==> config.mk <==
export PLATFORM = sky130hd
export DESIGN_NAME = amlc_alert_ctrl
export DESIGN_NICKNAME = d
export VERILOG_FILES = /design/src/hdl/amlc_alert_ctrl.v /design/src/hdl/amlc_pulse_timer.v
export VERILOG_INCLUDE_DIRS = /design/src /design/src/hdl
export SDC_FILE = /design/constraint.sdc
export NUM_CORES = 1
export LEC_CHECK = 0
export ABC_CLOCK_PERIOD_IN_PS = 2450
export BUFFER_PORTS_ARGS = -buffer_cell sky130_fd_sc_hd__buf_2
export CORE_AREA = 2 2 87 89
export CTS_CLUSTER_SIZE = 28
export DETAILED_ROUTE_END_ITERATION = 6
export DIE_AREA = 0 0 89 91
export MAX_ROUTING_LAYER = met4
export PLACE_DENSITY_LB_ADDON = 0.1
export SYNTH_ARGS = -nofsm -noshare
export SYNTH_HDL_FRONTEND = slang
export SYNTH_SLANG_ARGS = --single-unit
==> constraint.sdc <==
create_clock -name hclk -period 2.45 [get_ports hclk]
set_input_delay 0.245 -clock hclk [delete_from_list [all_inputs] [get_ports hclk]]
set_output_delay 0.245 -clock hclk [all_outputs]
set_load 0.01 [all_outputs]
==> src/hdl/amlc_regs.vh <==
// Register offsets, field positions, reset values and timing counts of the alert block
// Assumes inclusion by bare name from the design files
`ifndef AMLC_REGS_VH
`define AMLC_REGS_VH

// Page 0x00 offsets; printed offsets are not all multiples of four, so byte address is four times index
`define AMLC_PAGE             8'h00
`define AMLC_IDX_CONFIG       8'h32
`define AMLC_IDX_MASK         8'h33
`define AMLC_IDX_LATCH        8'h36

// Config fields
`define AMLC_CFG_POL_BIT      7
`define AMLC_CFG_MODE_HI      6
`define AMLC_CFG_MODE_LO      5
`define AMLC_CFG_RDSEL_BIT    2
`define AMLC_CFG_WMASK        8'he4
`define AMLC_CFG_RESET        8'h00

// Mask and latch fields
`define AMLC_SRC_ASP_BIT      7
`define AMLC_SRC_PLL_BIT      6
`define AMLC_MASK_RESET       8'hff
`define AMLC_LATCH_RESET      8'h00
`define AMLC_LATCH_RMASK      8'hc0

// Event modes
`define AMLC_MODE_LEVEL       2'h0
`define AMLC_MODE_RSVD        2'h1
`define AMLC_MODE_REPEAT      2'h2
`define AMLC_MODE_ONCE        2'h3

// Timing: pulse 2 ms in every 4 ms at 10 MHz
`define AMLC_CLK_HZ           10000000
`define AMLC_PULSE_US         2000
`define AMLC_PERIOD_US        4000
`define AMLC_PULSE_CYC        ((`AMLC_CLK_HZ / 1000000) * `AMLC_PULSE_US)
`define AMLC_PERIOD_CYC       ((`AMLC_CLK_HZ / 1000000) * `AMLC_PERIOD_US)

`endif

==> src/hdl/amlc_alert_ctrl.v <==
// Alert mask, latch and pin control with an AHB-Lite register slave
// Assumes single word transfers from one master; event inputs are synchronous to hclk
`timescale 1ns/100ps
`include "amlc_regs.vh"

// Notes on behaviour
// - Polarity bit clear drives pin active low, set drives it active high.
// - Mode zero holds pin asserted while an unmasked latched event remains; one reserved.
// - Mode two pulses pin 2 ms in every 4 ms while unmasked latched event persists.
// - Mode three gives one 2 ms pulse per cycle with an unmasked event; events are ignored until the last cycle of its 4 ms period.
// - Readback bit clear shows all latched events; set shows only unmasked ones.
// - Mask bit 7 suppresses the serial port clock error; register resets to ones.
// - Mask bit 6 suppresses the PLL lock event; resets to one.
// - Latch bit 7 sets on serial port clock error; read-only, self-clearing, resets zero.
// - Latch bit 6 sets on PLL lock event; read-only and self-clearing.
// - Config, mask and latch decode at indices 0x32, 0x33, 0x36 of page zero.
// - Mask resets to FFh, low six reserved bits read-write with reset 3Fh.
module amlc_alert_ctrl #(
	parameter PULSE_CYC  = `AMLC_PULSE_CYC,
	parameter PERIOD_CYC = `AMLC_PERIOD_CYC
) (
	input  wire        hclk,
	input  wire        hresetn,
	input  wire        hsel,
	input  wire [31:0] haddr,
	input  wire [1:0]  htrans,
	input  wire        hwrite,
	input  wire [2:0]  hsize,
	input  wire [31:0] hwdata,
	input  wire        hready,
	output wire        hreadyout,
	output wire        hresp,
	output reg  [31:0] hrdata,
	input  wire        audio_serial_port_clk_err,
	input  wire        pll_lock_event,
	output reg         alert_out,
	output wire        alert_active
);

	////////////////////////////////////////////////////////////////
	// Address decode helpers
	function [9:0] amlc_addr;
		input [7:0] idx;
		begin
			amlc_addr = {idx, 2'b00};
		end
	endfunction

	function amlc_hit;
		input [31:0] a;
		input [7:0]  idx;
		begin
			amlc_hit = (a[31:10] == 22'h000000) && (a[9:0] == amlc_addr(idx));
		end
	endfunction

	////////////////////////////////////////////////////////////////
	// Bus address phase capture
	reg        wr_pend_q;
	reg        rd_pend_q;
	reg [31:0] addr_q;
	reg [7:0]  cfg_q;
	reg [7:0]  mask_q;
	reg [7:0]  latch_q;

	wire phase_ok = hsel && hready && htrans[1];
	wire rd_latch = phase_ok && !hwrite && amlc_hit(haddr, `AMLC_IDX_LATCH);

	assign hreadyout = 1'b1;
	assign hresp     = 1'b0;

	always @(posedge hclk or negedge hresetn) begin
		if (!hresetn) begin
			wr_pend_q <= 1'b0;
			rd_pend_q <= 1'b0;
			addr_q    <= 32'h00000000;
		end else begin
			wr_pend_q <= phase_ok && hwrite;
			rd_pend_q <= phase_ok && !hwrite;
			if (phase_ok) begin
				addr_q <= haddr;
			end
		end
	end

	////////////////////////////////////////////////////////////////
	// Writable registers
	always @(posedge hclk or negedge hresetn) begin
		if (!hresetn) begin
			cfg_q  <= `AMLC_CFG_RESET;
			mask_q <= `AMLC_MASK_RESET;
		end else if (wr_pend_q) begin
			if (amlc_hit(addr_q, `AMLC_IDX_CONFIG)) begin
				cfg_q <= hwdata[7:0] & `AMLC_CFG_WMASK;
			end
			if (amlc_hit(addr_q, `AMLC_IDX_MASK)) begin
				mask_q <= hwdata[7:0];
			end
		end
	end

	////////////////////////////////////////////////////////////////
	// Event latching
	reg  [7:0] ev_c;
	wire [7:0] unmasked_ev_c = ev_c & ~mask_q;

	always @* begin
		ev_c = 8'h00;
		ev_c[`AMLC_SRC_ASP_BIT] = audio_serial_port_clk_err;
		ev_c[`AMLC_SRC_PLL_BIT] = pll_lock_event;
	end

	always @(posedge hclk or negedge hresetn) begin
		if (!hresetn) begin
			latch_q <= `AMLC_LATCH_RESET;
		end else if (rd_latch) begin
			latch_q <= ev_c;
		end else begin
			latch_q <= latch_q | ev_c;
		end
	end

	////////////////////////////////////////////////////////////////
	// Read data
	wire [7:0] latch_view = cfg_q[`AMLC_CFG_RDSEL_BIT] ? (latch_q & ~mask_q) : latch_q;

	always @(posedge hclk or negedge hresetn) begin
		if (!hresetn) begin
			hrdata <= 32'h00000000;
		end else if (rd_latch) begin
			hrdata <= {24'h000000, latch_view & `AMLC_LATCH_RMASK};
		end else if (phase_ok && !hwrite && amlc_hit(haddr, `AMLC_IDX_CONFIG)) begin
			hrdata <= {24'h000000, cfg_q};
		end else if (phase_ok && !hwrite && amlc_hit(haddr, `AMLC_IDX_MASK)) begin
			hrdata <= {24'h000000, mask_q};
		end else if (phase_ok) begin
			hrdata <= 32'h00000000;
		end
	end

	////////////////////////////////////////////////////////////////
	// Alert generation
	wire [1:0] mode       = cfg_q[`AMLC_CFG_MODE_HI:`AMLC_CFG_MODE_LO];
	wire       pending    = |(latch_q & ~mask_q & `AMLC_LATCH_RMASK);
	wire       new_ev     = |(unmasked_ev_c & `AMLC_LATCH_RMASK);
	wire       pulse_act;
	reg        assert_c;

	amlc_pulse_timer #(
		.PULSE_CYC  (PULSE_CYC),
		.PERIOD_CYC (PERIOD_CYC),
		.CW         (16)
	) u_timer (
		.hclk      (hclk),
		.hresetn   (hresetn),
		.start     ((mode == `AMLC_MODE_REPEAT) ? pending : (mode == `AMLC_MODE_ONCE) && new_ev),
		.repeat_en (mode == `AMLC_MODE_REPEAT),
		.run       (pending),
		.active_q  (pulse_act)
	);

	always @* begin
		case (mode)
			`AMLC_MODE_LEVEL: begin
				assert_c = pending;
			end
			`AMLC_MODE_REPEAT: begin
				assert_c = pulse_act;
			end
			`AMLC_MODE_ONCE: begin
				assert_c = pulse_act;
			end
			default: begin
				assert_c = 1'b0;
			end
		endcase
	end

	assign alert_active = assert_c;

	always @(posedge hclk or negedge hresetn) begin
		if (!hresetn) begin
			alert_out <= 1'b1;
		end else begin
			alert_out <= cfg_q[`AMLC_CFG_POL_BIT] ? assert_c : !assert_c;
		end
	end

endmodule

==> src/hdl/amlc_pulse_timer.v <==
// Pulse timer for the alert pin: one-shot or repeating high/low pattern
// Assumes start is a one-cycle pulse on hclk and run a level on hclk
`timescale 1ns/100ps
`include "amlc_regs.vh"

module amlc_pulse_timer #(
	parameter PULSE_CYC  = `AMLC_PULSE_CYC,
	parameter PERIOD_CYC = `AMLC_PERIOD_CYC,
	parameter CW         = 16
) (
	input  wire hclk,
	input  wire hresetn,
	input  wire start,
	input  wire repeat_en,
	input  wire run,
	output reg  active_q
);

	reg  [CW-1:0] cnt_q;
	reg           busy_q;
	wire [CW-1:0] last_c  = PERIOD_CYC[CW-1:0] - {{(CW-1){1'b0}}, 1'b1};
	wire [CW-1:0] pulse_c = PULSE_CYC[CW-1:0];

	////////////////////////////////////////////////////////////////
	// Counter: busy runs a full period unless run drops in repeat mode; pin active in first half
	always @(posedge hclk or negedge hresetn) begin
		if (!hresetn) begin
			cnt_q    <= {CW{1'b0}};
			busy_q   <= 1'b0;
			active_q <= 1'b0;
		end else if (!busy_q) begin
			cnt_q    <= {CW{1'b0}};
			busy_q   <= start;
			active_q <= start;
		end else if (repeat_en ? !run : 1'b0) begin
			busy_q   <= 1'b0;
			active_q <= 1'b0;
			cnt_q    <= {CW{1'b0}};
		end else if (cnt_q == last_c) begin
			cnt_q    <= {CW{1'b0}};
			busy_q   <= repeat_en ? run : start;
			active_q <= repeat_en ? run : start;
		end else begin
			cnt_q    <= cnt_q + {{(CW-1){1'b0}}, 1'b1};
			active_q <= (cnt_q + {{(CW-1){1'b0}}, 1'b1}) < pulse_c;
		end
	end

endmodule

# Word level (Yosys, flattened, before mapping)
# Index checks and enable logic that the tools add are counted.
word_totals:
  regBits: 104
  elab_cells: 69
  output_inout_bits: 36
  input_bits: 76
classes:
  reduce_logical: 25
  mux: 20
  n_addsub: 1
  order_cmp: 1
  n_eq_ne: 8
  bitwise: 4
op_table:
  columns: ["operator", "n"]
  rows:
  - ["32-bit 2-to-1 mux", 4]
  - ["10-bit by 8-bit equality test with 1-bit output, second input constant", 5]
  - ["16-bit 2-to-1 mux", 3]
  - ["22-bit zero test", 2]
  - ["16-bit by 1-bit adder with 16-bit output, second input constant", 1]
  - ["8-bit AND", 2]
  - ["16-bit equality test, second input constant", 1]
  - ["16-bit by 15-bit < comparator with 1-bit output, second input constant", 1]
  - ["8-bit 2-to-1 mux", 2]
  - ["1-bit logical AND", 13]
  - ["1-bit 2-to-1 mux", 10]
  - ["8-bit NOT", 1]
  - ["8-bit bitwise OR", 1]
  - ["2-bit OR reduction", 3]
  - ["2-bit equality test, second input constant", 2]
  - ["2-bit AND reduction", 2]
  - ["4-bit nonzero test", 1]
  - ["1-bit zero test", 3]
  - ["2-bit zero test", 1]
  - ["1-bit one-hot mux with 2 select lines", 1]

# Longest topological paths before layout
# Gate-level depths: netlist of the first run.
logic_depth:
  word_depth: 9
  ltp_mapped: 7

# By module
# Synthesis of the first run repeated with hierarchy kept, for this count alone.
hier_totals:
  hier_cells: 329
  hier_area_um2: 3699.8
modules_own_cells:
  columns: ["module", "area_per_inst_um2", "seq_area_each_um2", "cells_per_inst", "n_inst"]
  rows:
  - ["amlc_alert_ctrl", 2601.2, 1412.6, 210, 1]
  - ["amlc_pulse_timer", 1098.6, 450.4, 119, 1]

# Worst setup path before layout of the first run
# Ideal clock, no wire load.
synth_path:
  kind: "reg2reg"
  startpoint: "register u_timer.cnt_q[0]"
  endpoint: "register u_timer.active_q"
  path_stages_with_launch: 8
  path_slack_ps: 602
  path_buffers: 0
  required_time_ps: 2324
  arrival_ps: 1723
  synth_period_minus_slack_ps: 1848
  setup_time_ps: 126
  path_cell_list: "dfrtp_1 > ha_1 > and4_4 > nand2_1 > xor2_1 > o311a_1 > nand3b_1 > o311a_1"
synth_via:
  elab_chain_len: 5
  word_cells_on_any_way: 6
  cone_classes: "add/sub (1); order compare (1); eq/ne (1); mux (3)"
synth_lines:
  columns: ["item", "line", "rtl"]
  rows:
  - ["start: declaration", "amlc_pulse_timer.v:19", "reg [CW-1:0] cnt_q;"]
  - ["start signal: assignment", "amlc_pulse_timer.v:28", "cnt_q <= {CW{1'b0}};"]
  - ["start signal: assignment", "amlc_pulse_timer.v:32", "cnt_q <= {CW{1'b0}};"]
  - ["start signal: assignment", "amlc_pulse_timer.v:38", "cnt_q <= {CW{1'b0}};"]
  - ["16-bit by 1-bit adder with 16-bit output", "amlc_pulse_timer.v:45", "active_q <= (cnt_q + {{(CW-1){1'b0}}, 1'b1}) < pulse_c;"]
  - ["16-bit by 15-bit < comparator with 1-bit output", "amlc_pulse_timer.v:45", null]
  - ["1-bit 2-to-1 mux (*)", "amlc_pulse_timer.v:39", "end else if (cnt_q == last_c) begin"]
  - ["1-bit 2-to-1 mux (*)", "amlc_pulse_timer.v:35", "end else if (repeat_en ? !run : 1'b0) begin"]
  - ["1-bit 2-to-1 mux (*)", "amlc_pulse_timer.v:31", "end else if (!busy_q) begin"]
  - ["end signal: assignment", "amlc_pulse_timer.v:34", "active_q <= start;"]
  - ["end signal: assignment", "amlc_pulse_timer.v:42", "active_q <= repeat_en ? run : start;"]
  - ["end signal: assignment", "amlc_pulse_timer.v:45", null]
  - ["end: declaration", "amlc_pulse_timer.v:16", "output reg active_q"]
# Every way passes the cells marked *; elsewhere a longest branch is shown, timed or not.
# A chain may end at the register's enable or synchronous reset.

# Final worst setup path of the first run
# Ends and elaborated chain as after synthesis.

==> results of run 1 <==
cell families (layout without fill, tap and decap cells):
kind of cell               Yosys count  count (layout)  synth area share [%]
DFF                                 74              74                  52.4
buffers and inverters               42              86                  7.32
adders and majority gates            1               1                 0.352
and+or+nand+nor                    101             101                  16.7
xor gates and xnor gates            16              16                  3.94
AOI/OAI and AO/OA                   20              20                  4.26
other                                2              26                 0.211
muxes                               47              47                  14.8
sequential cells by signal, summed over array words and instances (netlist names):
name	cells
u_timer.active_q	1
latch_q	2
alert_out	1
wr_pend_q	1
addr_q	32
u_timer.cnt_q	16
u_timer.busy_q	1
hrdata	8
cfg_q	4
mask_q	8
metrics by stage:
step | total power [mW] | cell area [um^2]
finish | 2.57 | 4080
global route | 2.69 | 4080
CTS | 2.60 | 4080
detailed placement | 1.63 | 3870
global placement | 1.62 | 3870
floorplan | 1.55 | 3640
repair_timing:
action                     in CTS  in global routing
hold endpoints to repair       23                  0
setup endpoints to repair       0                  0
resized for setup               0                  0
hold buffers                    1                  0
area by class of cell:
type / instances / area share (%)
flip-flops and latches: 74 / 45.6
multi-input cells: 211 / 37.4
repair buffers: 61 / 8.09
clock buffers: 12 / 3.80
well taps: 99 / 3.03
clock inverters: 4 / 1.23
inverters: 9 / 0.827
layer usage:
layer,GRT usage [%],share of wire [%]
met3,3.00,4.0
met2,26.4,47
met1,25.9,48
met4,6.34,1.6
met5,-,0
report_power, final:
group | switching [mW] | internal, mW
clock network | 0.443 | 0.525
registers | 0.0516 | 1.32
logic | 0.108 | 0.122
total | 0.603 | 1.97
cells in the mapped netlist, types with 2 or more instances:
| master | n |
|---|---|
| sky130_fd_sc_hd__nor3_1 | 3 |
| sky130_fd_sc_hd__mux2_2 | 43 |
| sky130_fd_sc_hd__mux2i_1 | 3 |
| sky130_fd_sc_hd__nand2_1 | 19 |
| sky130_fd_sc_hd__clkbuf_1 | 4 |
| sky130_fd_sc_hd__and2_1 | 2 |
| sky130_fd_sc_hd__inv_1 | 9 |
| sky130_fd_sc_hd__nor4_1 | 14 |
| sky130_fd_sc_hd__a22o_1 | 7 |
| sky130_fd_sc_hd__nand3b_1 | 2 |
| sky130_fd_sc_hd__xor2_1 | 5 |
| sky130_fd_sc_hd__nand3_1 | 6 |
| sky130_fd_sc_hd__nor4b_1 | 2 |
| sky130_fd_sc_hd__a31oi_1 | 3 |
| sky130_fd_sc_hd__nor3_2 | 2 |
| sky130_fd_sc_hd__and3_1 | 3 |
| sky130_fd_sc_hd__nor2_1 | 20 |
| sky130_fd_sc_hd__conb_1 | 2 |
| sky130_fd_sc_hd__o311a_1 | 2 |
| sky130_fd_sc_hd__nand4_1 | 8 |
| sky130_fd_sc_hd__nand3_2 | 2 |
| sky130_fd_sc_hd__dfstp_2 | 9 |
| sky130_fd_sc_hd__buf_4 | 27 |
| sky130_fd_sc_hd__o21ai_0 | 2 |
| sky130_fd_sc_hd__xnor2_1 | 11 |
| sky130_fd_sc_hd__o21ai_1 | 2 |
| sky130_fd_sc_hd__dfrtp_1 | 65 |
| sky130_fd_sc_hd__nor2b_1 | 3 |
worst paths after layout:
| path | slack (ns) | cells past startpoint | to | from |
|---|---|---|---|---|
| max reg2reg | 0.39 | 7 | u_timer.active_q | u_timer.cnt_q[0] |
| min in group asynchronous | 0.43 | 2 | addr_q[14] | hresetn |
| max | 0.39 | 7 | u_timer.active_q | u_timer.cnt_q[0] |
| min reg2reg | 0.49 | 1 | alert_out | cfg_q[7] |
| min | 0.10 | 3 | latch_q[7] | audio_serial_port_clk_err |
| max in group asynchronous | 1.30 | 3 | mask_q[6] | hresetn |
worst reg2reg max path: stages, from the launching register on:
cell and delay [ns]:
sky130_fd_sc_hd__dfrtp_1 0.42, sky130_fd_sc_hd__ha_1 0.26, sky130_fd_sc_hd__and4_4 0.23, sky130_fd_sc_hd__nand2_1 0.08, sky130_fd_sc_hd__xor2_1 0.27, sky130_fd_sc_hd__o311a_1 0.25, sky130_fd_sc_hd__nand3b_1 0.08, sky130_fd_sc_hd__o311a_1 0.36
layout by cell type (no fill, tap or decap), types with 5 or more instances in the layout:
master / instances
sky130_fd_sc_hd__dfrtp_1: 65
sky130_fd_sc_hd__buf_2: 57
sky130_fd_sc_hd__mux2_2: 43
sky130_fd_sc_hd__conb_1: 26
sky130_fd_sc_hd__nor2_1: 20
sky130_fd_sc_hd__nand2_1: 19
sky130_fd_sc_hd__nor4_1: 14
sky130_fd_sc_hd__xnor2_1: 11
sky130_fd_sc_hd__clkbuf_8: 11
sky130_fd_sc_hd__inv_1: 9
sky130_fd_sc_hd__dfstp_2: 9
sky130_fd_sc_hd__nand4_1: 8
sky130_fd_sc_hd__a22o_1: 7
sky130_fd_sc_hd__xor2_1: 5
sky130_fd_sc_hd__nand3_1: 5
==> results.md, run 1 <==
Synth:
- Summing every instance area after synthesis gives 3550 um^2.
- In this run the mean area of a mapped cell was 11.7 um^2.
- The main flop type after synthesis is sky130_fd_sc_hd__dfrtp_1.
- Counting distinct cell types in the post-synthesis netlist gives 51.
- The largest total area in the synthesized netlist belongs to sky130_fd_sc_hd__dfrtp_1.
- The number of standard cells after synthesis is 303.
- After synthesis, the largest area contributor takes up 45.8% of total cell area.
- In this run, synthesis inferred 0 flip-flops with an integrated enable.
- The sequential share of the synthesized area is 52.4%.
- Synthesis inferred 74 register bits.
- For this run, the number of Yosys warnings is 0.
- Counting flops with an async set or reset pin after synthesis yields a share of 100%.
- By area the synthesized netlist is led by sky130_fd_sc_hd__dfrtp_1 46%, sky130_fd_sc_hd__mux2_2 14%, sky130_fd_sc_hd__dfstp_2 6.7%.

Flow run:
- The max-cap violation count is 0.

Setup path:
- The worst-path cell with the longest stage delay is sky130_fd_sc_hd__dfrtp_1.
- Data arrives at the worst endpoint at 2.28 ns.
- Walking the worst path, the cells encountered are ha_1 -> and4_4 -> nand2_1 -> xor2_1 -> o311a_1 -> nand3b_1 -> o311a_1.
- The type of origin of the critical path is a flip-flop.
- On the worst path, the slowest cell contributes a delay of 0.42 ns.
- Counting stages on the worst path, the most repeated cell is sky130_fd_sc_hd__o311a_1.
- Together, buffers and inverters on the worst path number 0.
- The kind of cell with the highest combined delay on the critical path is compound AO/OA/AOI/OAI gates.
- The worst setup path is captured at a flip-flop.
- Of all nets on the critical path, the largest fanout is 4.
- The data required time at the worst endpoint is 2.67 ns.
- The path type of the worst setup path is flip-flop to flip-flop.

Global route:
- The first global-routing pass estimated 11100 um of wire.
- The initial antenna violation count came to 0.
- Entering global routing, the biggest net connects 52 pins.
- Global routing used 18.2% of the available tracks across all layers.
- The via count of the first global-routing pass was 2341.
- The global route total overflow is 0.

Clock tree:
- The worst-skew pair later-pin latency is 0.34 ns.
- The buffer count from post-CTS setup fixing is 0.
- TritonCTS built the clock tree.
- The number of clock buffers added by TritonCTS is 9.
- The clock net in this run drives a total of 74 sinks.
- The H-tree generated during clock tree synthesis spans 3 levels.
- The buffer levels on the longest clock path is 2.
- The root buffer cell is sky130_fd_sc_hd__clkbuf_8.
- Clock-pin slew was measured on the worst setup and hold paths at 0.07 ns.

Timing:
- The final count of hold timing violations came to 0.
- The post-route clock period utilization is 83.9%.
- The clock period minus worst slack is 2.06 ns.
- The worst-case setup margin in the final layout is 0.395 ns.
- In this run the tightest slew margin relative to its limit is 62.3%.
- The transition time at the pin with the least slew margin is 0.560 ns.
- Timing would allow up to 0.487 GHz.
- Setup violations remaining at the end of the flow were counted as 0.
- Setup repair after global routing left no endpoint under its margin.
- Between clock sinks in the finished design, the worst skew comes to 0.00677 ns.
- The tightest hold margin is 0.101 ns.
- For the final routed database, the setup TNS stands at 0 ns.
- The number of pins exceeding their max-slew limit in the final report is 0.

Pwr:
- For this design the static power due to leakage is 1.89 nW.
- The maximum ir drop on the vdd rail is 420 uV.
- For this design the ratio of total power to cell area is 630 nW/um^2.

Die:
- The floorplan step set the die width to 89 um.
- The number of top-level pins is 112.
- After floorplanning, the core was divided into 31 placement rows.
- For this configuration, the core starts out at a cell density of 49.8%.
- The die boundary height is 91 um.
- The area of the core region is 7140 um^2.
- The overall die area is 8100 um^2.

Layout:
- The synthesis-to-finish area growth is 14.9%.
- The area of the multi-input gates is 1530 um^2.
- The total of fill cells in the finished design is 678.
- The net count reported at finish is 443.
- Of the cells placed in the final design, the portion with a size suffix greater than 1 is 38.0%.
- The final standard cell count with taps included and fillers excluded is 470.
- The sequential cell area is 1860 um^2.
- The utilization after layout is 57.2%.
- The number of antenna diodes in the final layout is 0.

Drt:
- The final route contains 2373 vias.
- The post-route DRC violation count is 0.
- The count of nets left with antenna violations once routing finished came out at 0.
- The average wire per standard cell is 13.9 um.
- The number of optimization iterations in the first detailed-route pass is 4.
- After detailed routing, the number of vias per cell comes to 5.05.
- The DRC marker count from the first detailed-route iteration is 101.
- Wires add up to 6540 um.

Placed design:
- The quantity of I/O buffers inserted on ports is 57.
- The detailed placer's ending HPWL is 4780 um.
- The setup slack after placement is 0.414 ns.
- The global placement routability congestion is 0.843.
- The placed cell count is 453.

Status:
- The run finished with clean final reports.

Worst hold path:
- The type of the most critical hold path is input port to flip-flop.
Note: power is estimated with default switching activity, not from simulation.
==> inputs of run 2 (changes only) <==
--- a/config.mk
+++ b/config.mk
@@ -6,12 +6,12 @@
 export SDC_FILE = /design/constraint.sdc
 export NUM_CORES = 1
 export LEC_CHECK = 0
-export ABC_CLOCK_PERIOD_IN_PS = 2450
+export ABC_CLOCK_PERIOD_IN_PS = 1700
 export BUFFER_PORTS_ARGS = -buffer_cell sky130_fd_sc_hd__buf_2
-export CORE_AREA = 2 2 87 89
+export CORE_AREA = 2 2 91 93
 export CTS_CLUSTER_SIZE = 28
 export DETAILED_ROUTE_END_ITERATION = 6
-export DIE_AREA = 0 0 89 91
+export DIE_AREA = 0 0 93 95
 export MAX_ROUTING_LAYER = met4
 export PLACE_DENSITY_LB_ADDON = 0.1
 export SYNTH_ARGS = -nofsm -noshare
==> constraint.sdc (replaced) <==
create_clock -name hclk -period 1.7 [get_ports hclk]
set_input_delay 0.17 -clock hclk [delete_from_list [all_inputs] [get_ports hclk]]
set_output_delay 0.17 -clock hclk [all_outputs]
set_load 0.01 [all_outputs]
==> run 2 against run 1 <==
The flow now finishes with violations (setup timing). Combinational power grew 54%. Non-clock buffer count grew 40. Core utilization grew 2.3 points. First-iteration DRC count shrank 50%. Global-route usage grew 0.28 points.
==> results.md, run 2 (synthesized netlist as in run 1, its figures left out) <==
Setup path:
- The start point of the critical path was u_timer.cnt_q[0] (unchanged).
- The data required time at the worst endpoint was 1.93 ns (was 2.67 ns).
- The path type of the worst setup path was flip-flop to flip-flop (unchanged).
- The startpoint of the most critical register-to-register path is u_timer.cnt_q[0] (unchanged).
- The arrival time reported for the critical path endpoint came to 1.99 ns (was 2.28 ns).
- The critical path endpoint category is a flip-flop (unchanged).
- The worst-path cell with the longest stage delay is sky130_fd_sc_hd__dfrtp_1 (unchanged).
- The worst-path maximum fanout is 3 (was 4).
- The type of origin of the critical path is a flip-flop (unchanged).
- The largest stage delay on the critical path is 0.37 ns (was 0.42 ns).
- Ordered list of cells on the worst path: buf_4 -> nand4_1 -> nor4_2 -> xnor2_1 -> nand3_1 -> o311a_1 (was ha_1 -> and4_4 -> nand2_1 -> xor2_1 -> o311a_1 -> nand3b_1 -> o311a_1).

Global route:
- The initial antenna violation count is 0 (unchanged).
- The via count of the first global-routing pass came to 2511 (was 2341).
- The pin count of the biggest net entering global routing is 75 (was 52).
- The first-pass GRT wire length is 12200 um (was 11100 um).
- The global route total overflow is 0 (unchanged).
- The all-layer global routing usage was 18.4% (was 18.2%).

Clock tree:
- The root buffer cell was sky130_fd_sc_hd__clkbuf_8 (unchanged).
- The number of sinks on the clock net is 74 (unchanged).
- The H-tree level count is 3 (unchanged).
- The buffer levels on the longest clock path was 2 (unchanged).
- The clock buffer count from CTS is 9 (unchanged).
- The CTS tree is yes (unchanged).
- The post-CTS clock slew at the launch and capture registers of the worst setup and hold paths is 0.08 ns (was 0.07 ns).
- The worst-skew pair later-pin latency is 0.35 ns (was 0.34 ns).

Drt:
- The post-route DRC violation count is 0 (unchanged).
- The number of nets with antenna violations after detailed routing was 0 (unchanged).
- The DRC marker count from the first detailed-route iteration was 51 (was 101).
- The average vias per placed instance is 4.87 (was 5.05).
- The total via count after detailed routing was 2513 (was 2373).
- The number of optimization iterations in the first detailed-route pass came to 4 (unchanged).
- The final wirelength is 7530 um (was 6540 um).
- The average wire per standard cell was 14.6 um (was 13.9 um).

Pwr:
- The maximum ir drop on the vdd rail came to 367 uV (was 420 uV).
- The leakage power figure came to 2.13 nW (was 1.89 nW).
- The power density over the cells is 780 nW/um^2 (was 630 nW/um^2).

Layout:
- The share of post-route cells with drive strength above 1 is 51.8% (was 38.0%).
- The register with the most flip-flops is addr_q (unchanged).
- The total inserted antenna cells is 0 (unchanged).
- The net count reported at finish is 483 (was 443).
- Biggest registers after layout: addr_q (32), u_timer.cnt_q (16) (unchanged).
- The synthesis-to-finish area growth was 32.8% (was 14.9%).
- The final standard cell count with taps included and fillers excluded was 516 (was 470).
- The leading cell type in the layout, fill and taps excluded is sky130_fd_sc_hd__dfrtp_1 (unchanged).
- The number of flip-flops in the largest register came to 32 (unchanged).
- Most frequent cells in the layout: 65 x sky130_fd_sc_hd__dfrtp_1, 57 x sky130_fd_sc_hd__buf_2, 32 x sky130_fd_sc_hd__mux2_2, 32 x sky130_fd_sc_hd__buf_4, 26 x sky130_fd_sc_hd__conb_1 (was 65 x sky130_fd_sc_hd__dfrtp_1, 57 x sky130_fd_sc_hd__buf_2, 43 x sky130_fd_sc_hd__mux2_2).

Status:
- The final reports fail on setup timing.
- Result of the run: finished, violations left (was finished, final reports clean).

Timing:
- The final number of setup-violating endpoints is 13 (was 0).
- The post-route setup TNS is -0.586 ns (was 0 ns).
- The tightest hold margin is 0.0424 ns (was 0.101 ns).
- The achievable clock frequency is 0.567 GHz (was 0.487 GHz).
- The clock period minus worst slack is 1.76 ns (was 2.06 ns).
- The post-route clock period utilization was 104% (was 83.9%).
- Setup repair after global routing missed its margin: true (was false).
- The worst-case clock skew is 0.0119 ns (was 0.00677 ns).
- The number of pins exceeding their max-slew limit in the final report is 0 (unchanged).
- The worst-case setup margin in the final layout is -0.0631 ns (was 0.395 ns).
- The final count of hold timing violations is 0 (unchanged).

Die:
- The count of standard-cell rows is 33 (was 31).
- The effective utilization at floorplan was 44.8% (was 49.8%).
- The number of top-level pins is 112 (unchanged).
- The width of the chip is 93 um (was 89 um).
- The area of the core region is 7930 um^2 (was 7140 um^2).
- The overall die area is 8840 um^2 (was 8100 um^2).
- The die boundary height is 95 um (was 91 um).

Placed design:
- The detailed placer's ending HPWL is 5220 um (was 4780 um).
- The placed cell count was 493 (was 453).
- The global placement routability congestion came to 0.864 (was 0.843).
- The quantity of I/O buffers inserted on ports is 57 (unchanged).

Flow run:
- The max-cap violation count is 0 (unchanged).

Worst hold path:
- The type of the most critical hold path was input port to flip-flop (unchanged).
- The startpoint of the tightest hold check path is pll_lock_event (was audio_serial_port_clk_err).
==> run 2: cell count changes in the layout (fill, tap and decap cells not counted), moves of 5 or more <==
cell,delta
sky130_fd_sc_hd__mux2_2,-11
sky130_fd_sc_hd__nor2_1,-15
sky130_fd_sc_hd__nor4_1,-8
sky130_fd_sc_hd__mux2_4,+12
sky130_fd_sc_hd__nor2_4,+12
sky130_fd_sc_hd__nor4_2,+7
sky130_fd_sc_hd__buf_4,+30
sky130_fd_sc_hd__buf_6,+5
==> run 2: worst max-delay path: cells and delay by family, from the launching register on <==
| family | cells | cell delay, ns |
|---|---|---|
| compound gates | 1 | 0.35 |
| xor+xnor | 1 | 0.19 |
| buf+inv | 1 | 0.15 |
| flops | 1 | 0.37 |
| simple gates | 3 | 0.59 |
==> run 2: final cells by class <==
cell class / instances / area (um^2)
clock buffers: 11 / 131
flip-flops and latches: 74 / 1860
fillers: 682 / 3210
well taps: 105 / 131
clock inverters: 5 / 56.3
multi-input cells: 211 / 1800
repair buffers: 101 / 702
inverters: 9 / 36.3
==> run 2: worst paths after layout <==
check	endpoint	slack (ns)	cells after the start
worst max-delay path	u_timer.active_q	-0.06	6
worst min-delay path	latch_q[6]	0.04	3
worst max register to register	u_timer.active_q	-0.06	6
worst min register to register	hrdata[2]	0.49	2
max in group asynchronous	mask_q[3]	0.94	3
min in group asynchronous	addr_q[20]	0.38	3
==> run 2: routing by layer <==
metal | GRT usage, % | share of wire, % | vias to the layer above
met5 | - | 0 | -
met4 | 6.99 | 1.0 | 0
met3 | 3.91 | 4.5 | 6
met2 | 28.0 | 47 | 60
met1 | 24.4 | 48 | 1220
li1 | - | - | 1227
==> run 2: power breakdown <==
group          total (mW)  internal (mW)  switching [mW]
clock                1.32          0.679           0.640
combinational       0.354          0.191           0.164
sequential           2.01           1.91          0.0995
total                3.68           2.78           0.903
==> run 2: repair_timing <==
item | in CTS | in global routing
cloned | 0 | 1
pin swaps | 12 | 24
gates resized for setup | 26 | 42
setup buffers | 2 | 2
endpoints found under the hold margin | 66 | 0
hold buffers | 2 | 0
endpoints found under the setup margin | 29 | 29
==> run 2: metrics by stage <==
stage / util (%) / total power [mW] / cell area, um^2 / setup WS, ns
4_1_cts: 56.9 / 3.70 / 4510 / -0.0772
6_report: 59.5 / 3.68 / 4720 / -0.0631
2_1_floorplan: - / 2.24 / 3680 / -0.0154
5_1_grt: 59.5 / 3.87 / 4720 / -0.187
3_3_place_gp: 52.6 / 2.34 / 4170 / -0.127
3_5_place_dp: 52.6 / 2.36 / 4170 / -0.109
